===== config.mk =====
export PLATFORM = sky130hd
export DESIGN_NAME = mcd_regs
export DESIGN_NICKNAME = d
export VERILOG_FILES = /design/src/hw/mcd_pkg.sv /design/src/hw/mcd_nvm_if.sv /design/src/hw/mcd_nvm_store.sv /design/src/hw/mcd_fault_output_pin_mux.sv /design/src/hw/mcd_regs.sv
export SDC_FILE = /design/constraint.sdc
export NUM_CORES = 1
export LEC_CHECK = 0
export ABC_CLOCK_PERIOD_IN_PS = 1500
export BUFFER_PORTS_ARGS = -buffer_cell sky130_fd_sc_hd__buf_2
export CAP_MARGIN = 40
export CORE_MARGIN = 4
export CORE_UTILIZATION = 47
export CTS_CLUSTER_SIZE = 14
export DETAILED_ROUTE_END_ITERATION = 12
export PLACE_DENSITY_LB_ADDON = 0.1
export SLEW_MARGIN = 40
export SYNTH_ARGS = -nofsm -noshare
export SYNTH_HDL_FRONTEND = slang
export SYNTH_SLANG_ARGS = --single-unit

===== constraint.sdc =====
create_clock -name ref_clk -period 1.5 [get_ports ref_clk]
set_input_delay 0.15 -clock ref_clk [delete_from_list [all_inputs] [get_ports ref_clk]]
set_output_delay 0.15 -clock ref_clk [all_outputs]
set_load 0.03 [all_outputs]

===== src/hw/mcd_pkg.sv =====
// constants of the motor control diagnostic and run register bank
// assumes a serial link engine that hands over decoded register accesses
package mcd_pkg;
  localparam logic [4:0] MCD_REG_NVM = 5'h1C;
  localparam logic [4:0] MCD_REG_MASK = 5'h1D;
  localparam logic [4:0] MCD_REG_FAULT_OUTPUT_PIN = 5'h1E;
  localparam logic [4:0] MCD_REG_RUN = 5'h1F;
  localparam int MCD_SAVE_BIT = 9;
  localparam int MCD_COUNT_W = 10;
  localparam logic [9:0] MCD_COUNT_MAX = 10'h3FF;
  // masked fault flags sit at bits 9:3 of the mask and diagnostic words
  localparam int MCD_FLAG_LSB = 3;
  localparam int MCD_DSEL_HI_LSB = 2;
  // run word fields
  localparam int MCD_RUN_DSEL_LSB = 8;
  localparam int MCD_RUN_KEEP = 7;
  localparam int MCD_RUN_SBY_IGN = 6;
  localparam int MCD_RUN_STYLE = 5;
  localparam int MCD_RUN_ACTION = 4;
  localparam int MCD_RUN_RESTART = 3;
  localparam int MCD_RUN_BRAKE = 2;
  localparam int MCD_RUN_DIR = 1;
  localparam int MCD_RUN_RUN = 0;
  localparam logic [9:0] MCD_RUN_RESET = 10'h092;
  localparam logic [6:0] MCD_MASK_RESET = 7'h00;
  localparam logic [2:0] MCD_DSEL_HI_RESET = 3'h0;
  // masked fault indices
  localparam int MCD_F_HOC = 2;
  localparam int MCD_F_LOS = 4;
  // nonvolatile image: config words, then mask, then run word
  localparam logic [4:0] MCD_CFG_WORDS = 5'h16;
  localparam logic [4:0] MCD_LAST_WORD = 5'h17;
  localparam int MCD_DSEL_SRC = 21;
  localparam int MCD_SRC_ANY = 0;
  localparam int MCD_SRC_LOS = 1;
  localparam int MCD_SRC_GDF = 17;
  localparam int MCD_SRC_HOC = 19;
  typedef enum logic [1:0] {MCD_ST_IDLE, MCD_ST_LOAD, MCD_ST_WRITE} mcd_nvm_state_type;
endpackage


===== src/hw/mcd_nvm_if.sv =====
// handshake between the register bank and the nonvolatile store sequencer
// assumes both ends share ref_clk
`timescale 1ns/1ps
interface mcd_nvm_if;
  logic start;
  logic busy;
  logic done;
  logic [9:0] mask_word;
  logic [9:0] run_word;
  modport ctrl (output start, output mask_word, output run_word, input busy, input done);
  modport store (input start, input mask_word, input run_word, output busy, output done);
endinterface


===== src/hw/mcd_nvm_store.sv =====
// copies the configuration image word by word to nonvolatile storage
// assumes the storage accepts a word when nvm_wr_ready is high with nvm_wr_req
`timescale 1ns/1ps
module mcd_nvm_store
  import mcd_pkg::*;
(
  input wire logic ref_clk,
  input wire logic rst_n,
  input wire logic clk_en,
  mcd_nvm_if.store ctl,
  output logic [4:0] cfg_addr,
  input wire logic [15:0] cfg_data,
  output logic nvm_wr_req,
  output logic [4:0] nvm_wr_addr,
  output logic [15:0] nvm_wr_data,
  input wire logic nvm_wr_ready
);
  mcd_nvm_state_type st_q, st_d;
  logic [4:0] idx_q, idx_d;
  logic [15:0] data_q, data_d;
  logic done_q, done_d;

  always_comb begin
    st_d = st_q;
    idx_d = idx_q;
    data_d = data_q;
    done_d = 1'b0;
    case (st_q)
      MCD_ST_IDLE: begin
        if (ctl.start) begin
          idx_d = 5'h00;
          st_d = MCD_ST_LOAD;
        end
      end
      MCD_ST_LOAD: begin
        if (idx_q < MCD_CFG_WORDS) begin
          data_d = cfg_data;
        end else if (idx_q == MCD_CFG_WORDS) begin
          data_d = {6'h00, ctl.mask_word};
        end else begin
          data_d = {6'h00, ctl.run_word};
        end
        st_d = MCD_ST_WRITE;
      end
      MCD_ST_WRITE: begin
        if (nvm_wr_ready) begin
          if (idx_q == MCD_LAST_WORD) begin
            done_d = 1'b1;
            st_d = MCD_ST_IDLE;
          end else begin
            idx_d = idx_q + 5'h01;
            st_d = MCD_ST_LOAD;
          end
        end
      end
      default: st_d = MCD_ST_IDLE;
    endcase
  end

  always_ff @(posedge ref_clk) begin
    if (!rst_n) begin
      st_q <= MCD_ST_IDLE;
      idx_q <= 5'h00;
      data_q <= 16'h0000;
      done_q <= 1'b0;
    end else if (clk_en) begin
      st_q <= st_d;
      idx_q <= idx_d;
      data_q <= data_d;
      done_q <= done_d;
    end
  end

  assign cfg_addr = idx_q;
  assign nvm_wr_req = (st_q == MCD_ST_WRITE);
  assign nvm_wr_addr = idx_q;
  assign nvm_wr_data = data_q;
  assign ctl.busy = (st_q != MCD_ST_IDLE) || done_q;
  assign ctl.done = done_q;
endmodule // mcd_nvm_store


===== src/hw/mcd_fault_output_pin_mux.sv =====
// routes one of the selectable sources to the open-drain fault pin
// assumes all sources are on ref_clk and active high
`timescale 1ns/1ps
module mcd_fault_output_pin_mux
  import mcd_pkg::*;
(
  input wire logic ref_clk,
  input wire logic rst_n,
  input wire logic clk_en,
  input wire logic [4:0] sel,
  input wire logic [MCD_DSEL_SRC-1:0] src,
  output logic pin_o,
  output logic pin_oe_n
);
  logic oe_n_q, oe_n_d;

  always_comb begin
    // reserved codes leave the pin released
    oe_n_d = 1'b1;
    if (sel < 5'(MCD_DSEL_SRC)) begin
      oe_n_d = ~src[sel];
    end
  end

  always_ff @(posedge ref_clk) begin
    if (!rst_n) begin
      oe_n_q <= 1'b1;
    end else if (clk_en) begin
      oe_n_q <= oe_n_d;
    end
  end

  assign pin_o = 1'b0;
  assign pin_oe_n = oe_n_q;
endmodule // mcd_fault_output_pin_mux


===== src/hw/mcd_regs.sv =====
// save control, fault mask, diagnostic and run registers of the motor driver
// assumes decoded register accesses from the serial link on ref_clk
//
// Contract
// - save falling edge stores image when stopped, unlocked
// - each store bumps write counter by one
// - wear flag sets on the 1024th store, forever
// - mask bit one disables that fault
// - diagnostic read shows fault bits 15 to 3
// - every read carries six fault flags on top
// - fault pin select split across two registers
// - fault pin low while selected fault present
// - select codes route the listed pin sources
// - run register field layout bits 9 to 0
// - latch keep zero clears status, blocks restart
// - standby follows reset pin unless ignored
// - startup style picks ramp or dc align
// - fault action keeps driving or kills stage
// - auto restart after trips when run, no brake
// - brake only with run, low sides on
// - brake bit leaves startup braking alone
// - direction is bit xnor pin
// - run bit starts or stops excitation
`timescale 1ns/1ps
module mcd_regs
  import mcd_pkg::*;
(
  input wire logic ref_clk,
  input wire logic rst_n,
  input wire logic clk_en,
  input wire logic reg_wr,
  input wire logic reg_rd,
  input wire logic [4:0] reg_addr,
  input wire logic [15:0] reg_wdata,
  output logic [15:0] reg_rdata,
  input wire logic motor_stopped,
  input wire logic unlocked_mode,
  input wire logic [6:0] masked_fault_evt,
  input wire logic [3:0] critical_fault_evt,
  input wire logic [MCD_DSEL_SRC-1:0] aux_fault_output_pin_src,
  input wire logic startup_brake,
  input wire logic dir_pin,
  input wire logic chip_reset_n,
  output logic [4:0] cfg_addr,
  input wire logic [15:0] cfg_data,
  output logic nvm_wr_req,
  output logic [4:0] nvm_wr_addr,
  output logic [15:0] nvm_wr_data,
  input wire logic nvm_wr_ready,
  output logic fault_output_pin_o,
  output logic fault_output_pin_oe_n,
  output logic motor_run_en,
  output logic lowside_brake_on,
  output logic rotate_forward,
  output logic startup_dc_align,
  output logic gate_driver_standby,
  output logic power_stage_off,
  output logic restart_req,
  output logic coast_stop
);
  ////////////////////////////////////////////////////////////////////////////
  mcd_nvm_if nvm ();

  logic dir_s1_q, dir_s2_q, rstp_s1_q, rstp_s2_q;
  logic nvm_save_trigger_q, nvm_save_trigger_d;
  logic start_q, start_d;
  logic [MCD_COUNT_W-1:0] nvm_write_count_q, nvm_write_count_d;
  logic storage_wear_flag_q, storage_wear_flag_d;
  logic [6:0] mask_q, mask_d;
  logic [2:0] dsel_hi_q, dsel_hi_d;
  logic [9:0] run_q, run_d;
  logic [6:0] evt_q, evt_d;
  logic [3:0] crit_q, crit_d;
  logic trip_prev_q, trip_d;
  logic [15:0] rdata_q, rdata_d;
  logic [5:0] ctl_q, ctl_d;
  logic restart_q, restart_d;
  logic any_fault_flag;
  logic [12:0] fault_output_pin_vec;
  logic [4:0] fault_output_select;
  logic [MCD_DSEL_SRC-1:0] fault_output_pin_src;
  logic wr_nvm, save_fall, save_ok;

  ////////////////////////////////////////////////////////////////////////////
  // pins from outside the clock domain
  // the reset pin sync starts at its idle high level, else standby pulses once after reset
  always_ff @(posedge ref_clk) begin
    if (!rst_n) begin
      dir_s1_q <= 1'b0;
      dir_s2_q <= 1'b0;
      rstp_s1_q <= 1'b1;
      rstp_s2_q <= 1'b1;
    end else if (clk_en) begin
      dir_s1_q <= dir_pin;
      dir_s2_q <= dir_s1_q;
      rstp_s1_q <= chip_reset_n;
      rstp_s2_q <= rstp_s1_q;
    end
  end

  ////////////////////////////////////////////////////////////////////////////
  // fault flags; upper six are any, logic supply low, memory, watchdog, soft oc, wear
  assign any_fault_flag = |{crit_q, storage_wear_flag_q, evt_q};
  assign fault_output_pin_vec = {any_fault_flag, crit_q[3:0], storage_wear_flag_q, evt_q};
  assign fault_output_select = {dsel_hi_q, run_q[MCD_RUN_DSEL_LSB+1:MCD_RUN_DSEL_LSB]};

  always_comb begin
    fault_output_pin_src = aux_fault_output_pin_src;
    fault_output_pin_src[MCD_SRC_ANY] = any_fault_flag;
    fault_output_pin_src[MCD_SRC_LOS] = evt_q[MCD_F_LOS];
    fault_output_pin_src[MCD_SRC_GDF] = evt_q[3];
    fault_output_pin_src[MCD_SRC_HOC] = evt_q[MCD_F_HOC];
  end

  ////////////////////////////////////////////////////////////////////////////
  // register writes, save trigger and write counter
  assign wr_nvm = reg_wr && (reg_addr == MCD_REG_NVM);
  assign save_fall = wr_nvm && nvm_save_trigger_q && !reg_wdata[MCD_SAVE_BIT];
  // a save while running, locked or already storing is dropped outright
  assign save_ok = motor_stopped && unlocked_mode && !nvm.busy && !start_q;

  always_comb begin
    nvm_save_trigger_d = nvm_save_trigger_q;
    mask_d = mask_q;
    dsel_hi_d = dsel_hi_q;
    run_d = run_q;
    start_d = save_fall && save_ok;
    nvm_write_count_d = nvm_write_count_q;
    storage_wear_flag_d = storage_wear_flag_q;
    if (wr_nvm) begin
      nvm_save_trigger_d = reg_wdata[MCD_SAVE_BIT];
    end
    if (reg_wr && reg_addr == MCD_REG_MASK) begin
      mask_d = reg_wdata[MCD_FLAG_LSB+6:MCD_FLAG_LSB];
    end
    if (reg_wr && reg_addr == MCD_REG_FAULT_OUTPUT_PIN) begin
      dsel_hi_d = reg_wdata[MCD_DSEL_HI_LSB+2:MCD_DSEL_HI_LSB];
    end
    if (reg_wr && reg_addr == MCD_REG_RUN) begin
      run_d = reg_wdata[9:0];
    end
    if (nvm.done) begin
      nvm_write_count_d = nvm_write_count_q + 10'h001;
      if (nvm_write_count_q == MCD_COUNT_MAX) begin
        storage_wear_flag_d = 1'b1;
      end
    end
  end

  always_ff @(posedge ref_clk) begin
    if (!rst_n) begin
      nvm_save_trigger_q <= 1'b0;
      mask_q <= MCD_MASK_RESET;
      dsel_hi_q <= MCD_DSEL_HI_RESET;
      run_q <= MCD_RUN_RESET;
      start_q <= 1'b0;
      nvm_write_count_q <= 10'h000;
      storage_wear_flag_q <= 1'b0;
    end else if (clk_en) begin
      nvm_save_trigger_q <= nvm_save_trigger_d;
      mask_q <= mask_d;
      dsel_hi_q <= dsel_hi_d;
      run_q <= run_d;
      start_q <= start_d;
      nvm_write_count_q <= nvm_write_count_d;
      storage_wear_flag_q <= storage_wear_flag_d;
    end
  end

  ////////////////////////////////////////////////////////////////////////////
  // fault capture; a new event in the clearing cycle still sets its flag
  always_comb begin
    evt_d = masked_fault_evt & ~mask_q;
    crit_d = critical_fault_evt;
    if (run_q[MCD_RUN_KEEP]) begin
      evt_d = evt_d | evt_q;
      crit_d = crit_d | crit_q;
    end
    trip_d = evt_d[MCD_F_LOS] | evt_d[MCD_F_HOC] | critical_fault_evt[0];
  end

  ////////////////////////////////////////////////////////////////////////////
  // motor control outputs
  always_comb begin
    ctl_d[0] = run_q[MCD_RUN_RUN];
    // startup braking stays with the sequencer whatever the brake bit says
    ctl_d[1] = startup_brake | (run_q[MCD_RUN_RUN] & run_q[MCD_RUN_BRAKE]);
    ctl_d[2] = ~(run_q[MCD_RUN_DIR] ^ dir_s2_q);
    ctl_d[3] = run_q[MCD_RUN_STYLE];
    ctl_d[4] = ~run_q[MCD_RUN_SBY_IGN] & ~rstp_s2_q;
    ctl_d[5] = run_q[MCD_RUN_ACTION] & (|{crit_q, evt_q});
    restart_d = trip_d && !trip_prev_q && run_q[MCD_RUN_RESTART] && run_q[MCD_RUN_RUN] &&
                !run_q[MCD_RUN_BRAKE] && run_q[MCD_RUN_KEEP];
  end

  always_ff @(posedge ref_clk) begin
    if (!rst_n) begin
      evt_q <= 7'h00;
      crit_q <= 4'h0;
      trip_prev_q <= 1'b0;
      ctl_q <= 6'h00;
      restart_q <= 1'b0;
    end else if (clk_en) begin
      evt_q <= evt_d;
      crit_q <= crit_d;
      trip_prev_q <= trip_d;
      ctl_q <= ctl_d;
      restart_q <= restart_d;
    end
  end

  assign motor_run_en = ctl_q[0];
  assign lowside_brake_on = ctl_q[1];
  assign rotate_forward = ctl_q[2];
  assign startup_dc_align = ctl_q[3];
  assign gate_driver_standby = ctl_q[4];
  assign power_stage_off = ctl_q[5];
  assign restart_req = restart_q;
  assign coast_stop = evt_q[MCD_F_LOS] & ~run_q[MCD_RUN_RESTART];

  ////////////////////////////////////////////////////////////////////////////
  // read path; unmapped numbers return the flags over zero settings
  always_comb begin
    rdata_d = rdata_q;
    if (reg_rd) begin
      rdata_d = {fault_output_pin_vec[12:7], 10'h000};
      case (reg_addr)
        MCD_REG_NVM: rdata_d[9:0] = nvm_write_count_q;
        MCD_REG_MASK: rdata_d[9:0] = {mask_q, 3'h0};
        MCD_REG_FAULT_OUTPUT_PIN: rdata_d[9:0] = {fault_output_pin_vec[6:0], 3'h0};
        MCD_REG_RUN: rdata_d[9:0] = run_q;
        default: rdata_d[9:0] = 10'h000;
      endcase
    end
  end

  always_ff @(posedge ref_clk) begin
    if (!rst_n) begin
      rdata_q <= 16'h0000;
    end else if (clk_en) begin
      rdata_q <= rdata_d;
    end
  end

  assign reg_rdata = rdata_q;

  ////////////////////////////////////////////////////////////////////////////
  assign nvm.start = start_q;
  assign nvm.mask_word = {mask_q, 3'h0};
  assign nvm.run_word = run_q;

  mcd_nvm_store u_store (
    .ref_clk(ref_clk),
    .rst_n(rst_n),
    .clk_en(clk_en),
    .ctl(nvm),
    .cfg_addr(cfg_addr),
    .cfg_data(cfg_data),
    .nvm_wr_req(nvm_wr_req),
    .nvm_wr_addr(nvm_wr_addr),
    .nvm_wr_data(nvm_wr_data),
    .nvm_wr_ready(nvm_wr_ready)
  );

  mcd_fault_output_pin_mux u_fault_output_pin (
    .ref_clk(ref_clk),
    .rst_n(rst_n),
    .clk_en(clk_en),
    .sel(fault_output_select),
    .src(fault_output_pin_src),
    .pin_o(fault_output_pin_o),
    .pin_oe_n(fault_output_pin_oe_n)
  );
endmodule // mcd_regs


==> metrics.yaml <==
run_status:
  status: "complete, but fails checks"
  violations: "setup timing"
synth:
  synth_cell_types: 52
  seq_area_frac_synth: 0.426
  synth_top_area_frac: 0.426
  ys_ff_latch: 97
  syn_area_um2: 4550
  synth_edf_count: 0
  synth_flop_cell: "dfxtp_1"
  synth.largest_area_cell: "dfxtp_1"
  synthCells: 499
  syn_nets: 582
  ys_async_sr_fraction: 0
  yosysWarnings: 0
  ys_top_cells_by_area: "dfxtp_1 (43%), nand2_1 (6.6%), nor2b_1 (6.0%), mux2i_1 (5.5%), a21boi_0 (5.3%)"
  syn_area_per_cell_um2: 9.13
routing:
  drt_wl_total_um: 12900
  drc: 0
  drt-initial-drc-count: 176
  route.met3.wl_um: 679
  wl_per_cell_um: 16.4
  vias: 4170
  via_per_inst: 5.29
  top_layer: "met4"
  antenna_left: 0
  met1_length_um: 5720
  dr.pass1.iters: 4
  met2_length_um: 6230
worst_setup_path:
  cp_slowest_cell: "dfxtp_4"
  critPathTopFamily: "simple AND/OR/NAND/NOR gates"
  cp.buffers_inverters: 1
  slowest_delay_ns: 0.36
  cp.required_ns: 1.80
  path_class: "reg2reg"
  crit_arrival_ns: 1.88
  critPathLaunchType: "register"
  end_kind: "register"
  path_max_fanout: 7
  crit_chain: "ha_4 > and4b_4 > a2111oi_4 > buf_4 > nand4_1 > xor2_1 > nor2_1"
layout:
  drive_above_1_share: 0.353
  layout.area.seq_um2: 1960
  diodes: 0
  area_delta_synth_final_pct: 31.0
  nNetsFinal: 738
  fin_cells: 789
  multi_input_area_um2: 2510
  fillCellCount: 833
grt:
  grt_max_degree: 43
  first_global_vias: 4049
  grt_pass1_wl_um: 20900
  grt-ovfl-total: 0
  grt_use_total: 0.231
  antenna_found_initial: 0
timing:
  fin_crit_ns: 1.58
  clock_skew_ns: 0.0132
  fin_crit_sh: 1.05
  rsz0062_at_grt: "yes"
  timing.fmax_ghz: 0.633
  finalWorstSetupSlack_ns: -0.0801
  hold_violations: 0
  setup_violations: 8
  slew_violations: 0
pwr:
  irDropWorstVdd_v: 0.000470
  total_power_w: 0.00488
  power_frac_comb: 0.095
  p_per_area_nw_per_um2: 818
  swShare: 0.251
  pwr-share-seq: 0.542
  p_int_w: 0.00366
  leakage_nw: 2.55
  p_switching_w: 0.00122
  clockPowerShare: 0.363
floorplan:
  die_x_um: 106
  die_area_um2: 11300
  die-height_um: 106
  core_um2: 9330
  pin_count: 133
  initial_core_util: 0.488
  rows: 35
clock_network:
  clk_path_buf_depth: 2
  cts_sinks: 97
  cts_buffers: 9
  cts_tree: "done"
  clk_pin_slew_ns: 0.09
  root_buffer: "clkbuf_8"
  insertion_delay_ns: 0.37
  cts.htree.levels: 3
hold_path:
  hp-class: "in2reg"
place:
  place_ws_ns: -0.108
  place_inst: 768
  place_hpwl_um: 9890
  finalWeightedCongestion: 0.888
  portBuffers: 121
run:
  drv_cap: 0
## timing repair
| item | CTS | global route |
|---|---|---|
| hold buffers | 2 | 0 |
| cloned | 1 | 0 |
| resized for setup | 20 | 23 |
| pin swaps | 9 | 7 |
| setup buffers | 0 | 2 |
| endpoints found under the setup margin | 16 | 18 |
| endpoints found under the hold margin | 2 | 0 |
## power by group through the flow
stage               Combinational, W  Clock, W  Sequential, W
finish                      0.000462   0.00177        0.00265
CTS                         0.000454   0.00181        0.00265
detailed placement          0.000446         0        0.00271
floorplan                   0.000213         0        0.00272
global placement            0.000439         0        0.00271
global route                0.000506   0.00189        0.00265
## tightest hold or removal path: cells and delay by family
family	cells	cell delay (ns)
AO/OA/AOI/OAI	1	0.06
AND/OR/NAND/NOR	1	0.04
buffers and inverters	1	0.09
## through the flow
step	hold slack (ns)	cell area [um2]	TNS, ns	utilization
floorplan	0.274	4580	-0.276	-
global placement	0.366	5600	-0.501	0.601
detailed placement	0.378	5600	-0.948	0.601
CTS	0.0186	5870	-0.795	0.630
global route	0.0298	5970	-1.34	0.640
finish	0.0265	5970	-0.366	0.640
## synthesized netlist by cell type (3+ instances only)
master / count
dfxtp_1: 97
nand2_1: 80
nor2b_1: 44
a21boi_0: 32
mux2i_1: 25
clkbuf_1: 21
a22oi_1: 16
nor2_1: 16
nand3_1: 15
and2_1: 14
o21ai_0: 11
a21oi_1: 9
mux4_2: 9
o211ai_1: 9
buf_4: 7
nand4_1: 7
buf_2: 6
inv_1: 6
xnor2_1: 6
and3_1: 5
nand3b_1: 4
nor3_1: 4
xor2_1: 4
a2111oi_0: 3
a22o_1: 3
ha_1: 3
nand4b_1: 3
nor3b_1: 3
nor4_1: 3
or3_1: 3
## registers in the layout (all words and copies together), names as in the netlist, 2 cells and up
| register | flops |
|---|---|
| nvm.run_word | 10 |
| crit_q | 4 |
| nvm_write_count_q | 10 |
| reg_rdata | 16 |
| ctl_q | 6 |
| u_store.st_q | 2 |
| evt_q | 7 |
| u_store.nvm_wr_data | 16 |
| mask_q | 7 |
| u_store.cfg_addr | 5 |
| dsel_hi_q | 3 |
## layout make-up
cell class              instances  area share
flip-flops and latches         97       0.329
multi-input cells             359       0.421
clock inverters                 6      0.0111
repair buffers                181       0.184
clock buffers                  10      0.0231
inverters                       7     0.00482
well taps                     129      0.0271
## routing by layer
layer  GRT usage  vias to the layer above
met4      0.0840                        0
met3      0.0358                       22
li1            -                     2054
met2       0.371                      119
met5           0                        -
met1       0.316                     1975
## logic make-up (layout without fill, tap and decap cells)
| logic type | count (synthesis) | after routing | synth area share |
|---|---|---|---|
| AND/OR/NAND/NOR | 209 | 209 | 0.238 |
| adder cells (fa/ha/maj) | 3 | 3 | 0.00824 |
| other | 1 | 1 | 0.000823 |
| buffers and inverters | 43 | 204 | 0.0429 |
| XOR/XNOR | 10 | 10 | 0.0192 |
| flip-flops | 97 | 97 | 0.426 |
| multiplexers | 34 | 34 | 0.0994 |
| AO/OA/AOI/OAI | 102 | 102 | 0.165 |
## placed cells by master (no fill, tap or decap), types with 4 or more instances in the layout
master,count
o21ai_0,9
clkbuf_8,10
a21oi_1,9
a21boi_0,25
and2_1,14
buf_6,4
mux2i_1,25
xnor2_1,6
dfxtp_1,88
xor2_1,4
o211ai_1,9
a22oi_1,16
inv_1,5
nand3b_1,4
buf_2,120
nor3_1,4
clkinvlp_4,4
nand2_1,80
nor2_1,16
nor2b_1,44
dfxtp_2,6
nand3_1,14
a21boi_1,9
nand4_1,7
buf_4,53
mux4_2,9
## worst paths after layout
check / startpoint / to / slack [ns] / depth (start not counted)
max: u_store.cfg_addr[0]$_SDFFE_PN0P_ / u_store.cfg_addr[4]$_SDFFE_PN0P_ / -0.08 / 7
min: reg_wdata[0] / nvm.run_word[0]$_SDFFE_PN0P_ / 0.03 / 3
max reg2reg: u_store.cfg_addr[0]$_SDFFE_PN0P_ / u_store.cfg_addr[4]$_SDFFE_PN0P_ / -0.08 / 7
min reg2reg: u_store.nvm_wr_data[5]$_SDFFE_PN0P_ / u_store.nvm_wr_data[5]$_SDFFE_PN0P_ / 0.46 / 2
No activity file was read; power rests on OpenSTA's default activity.
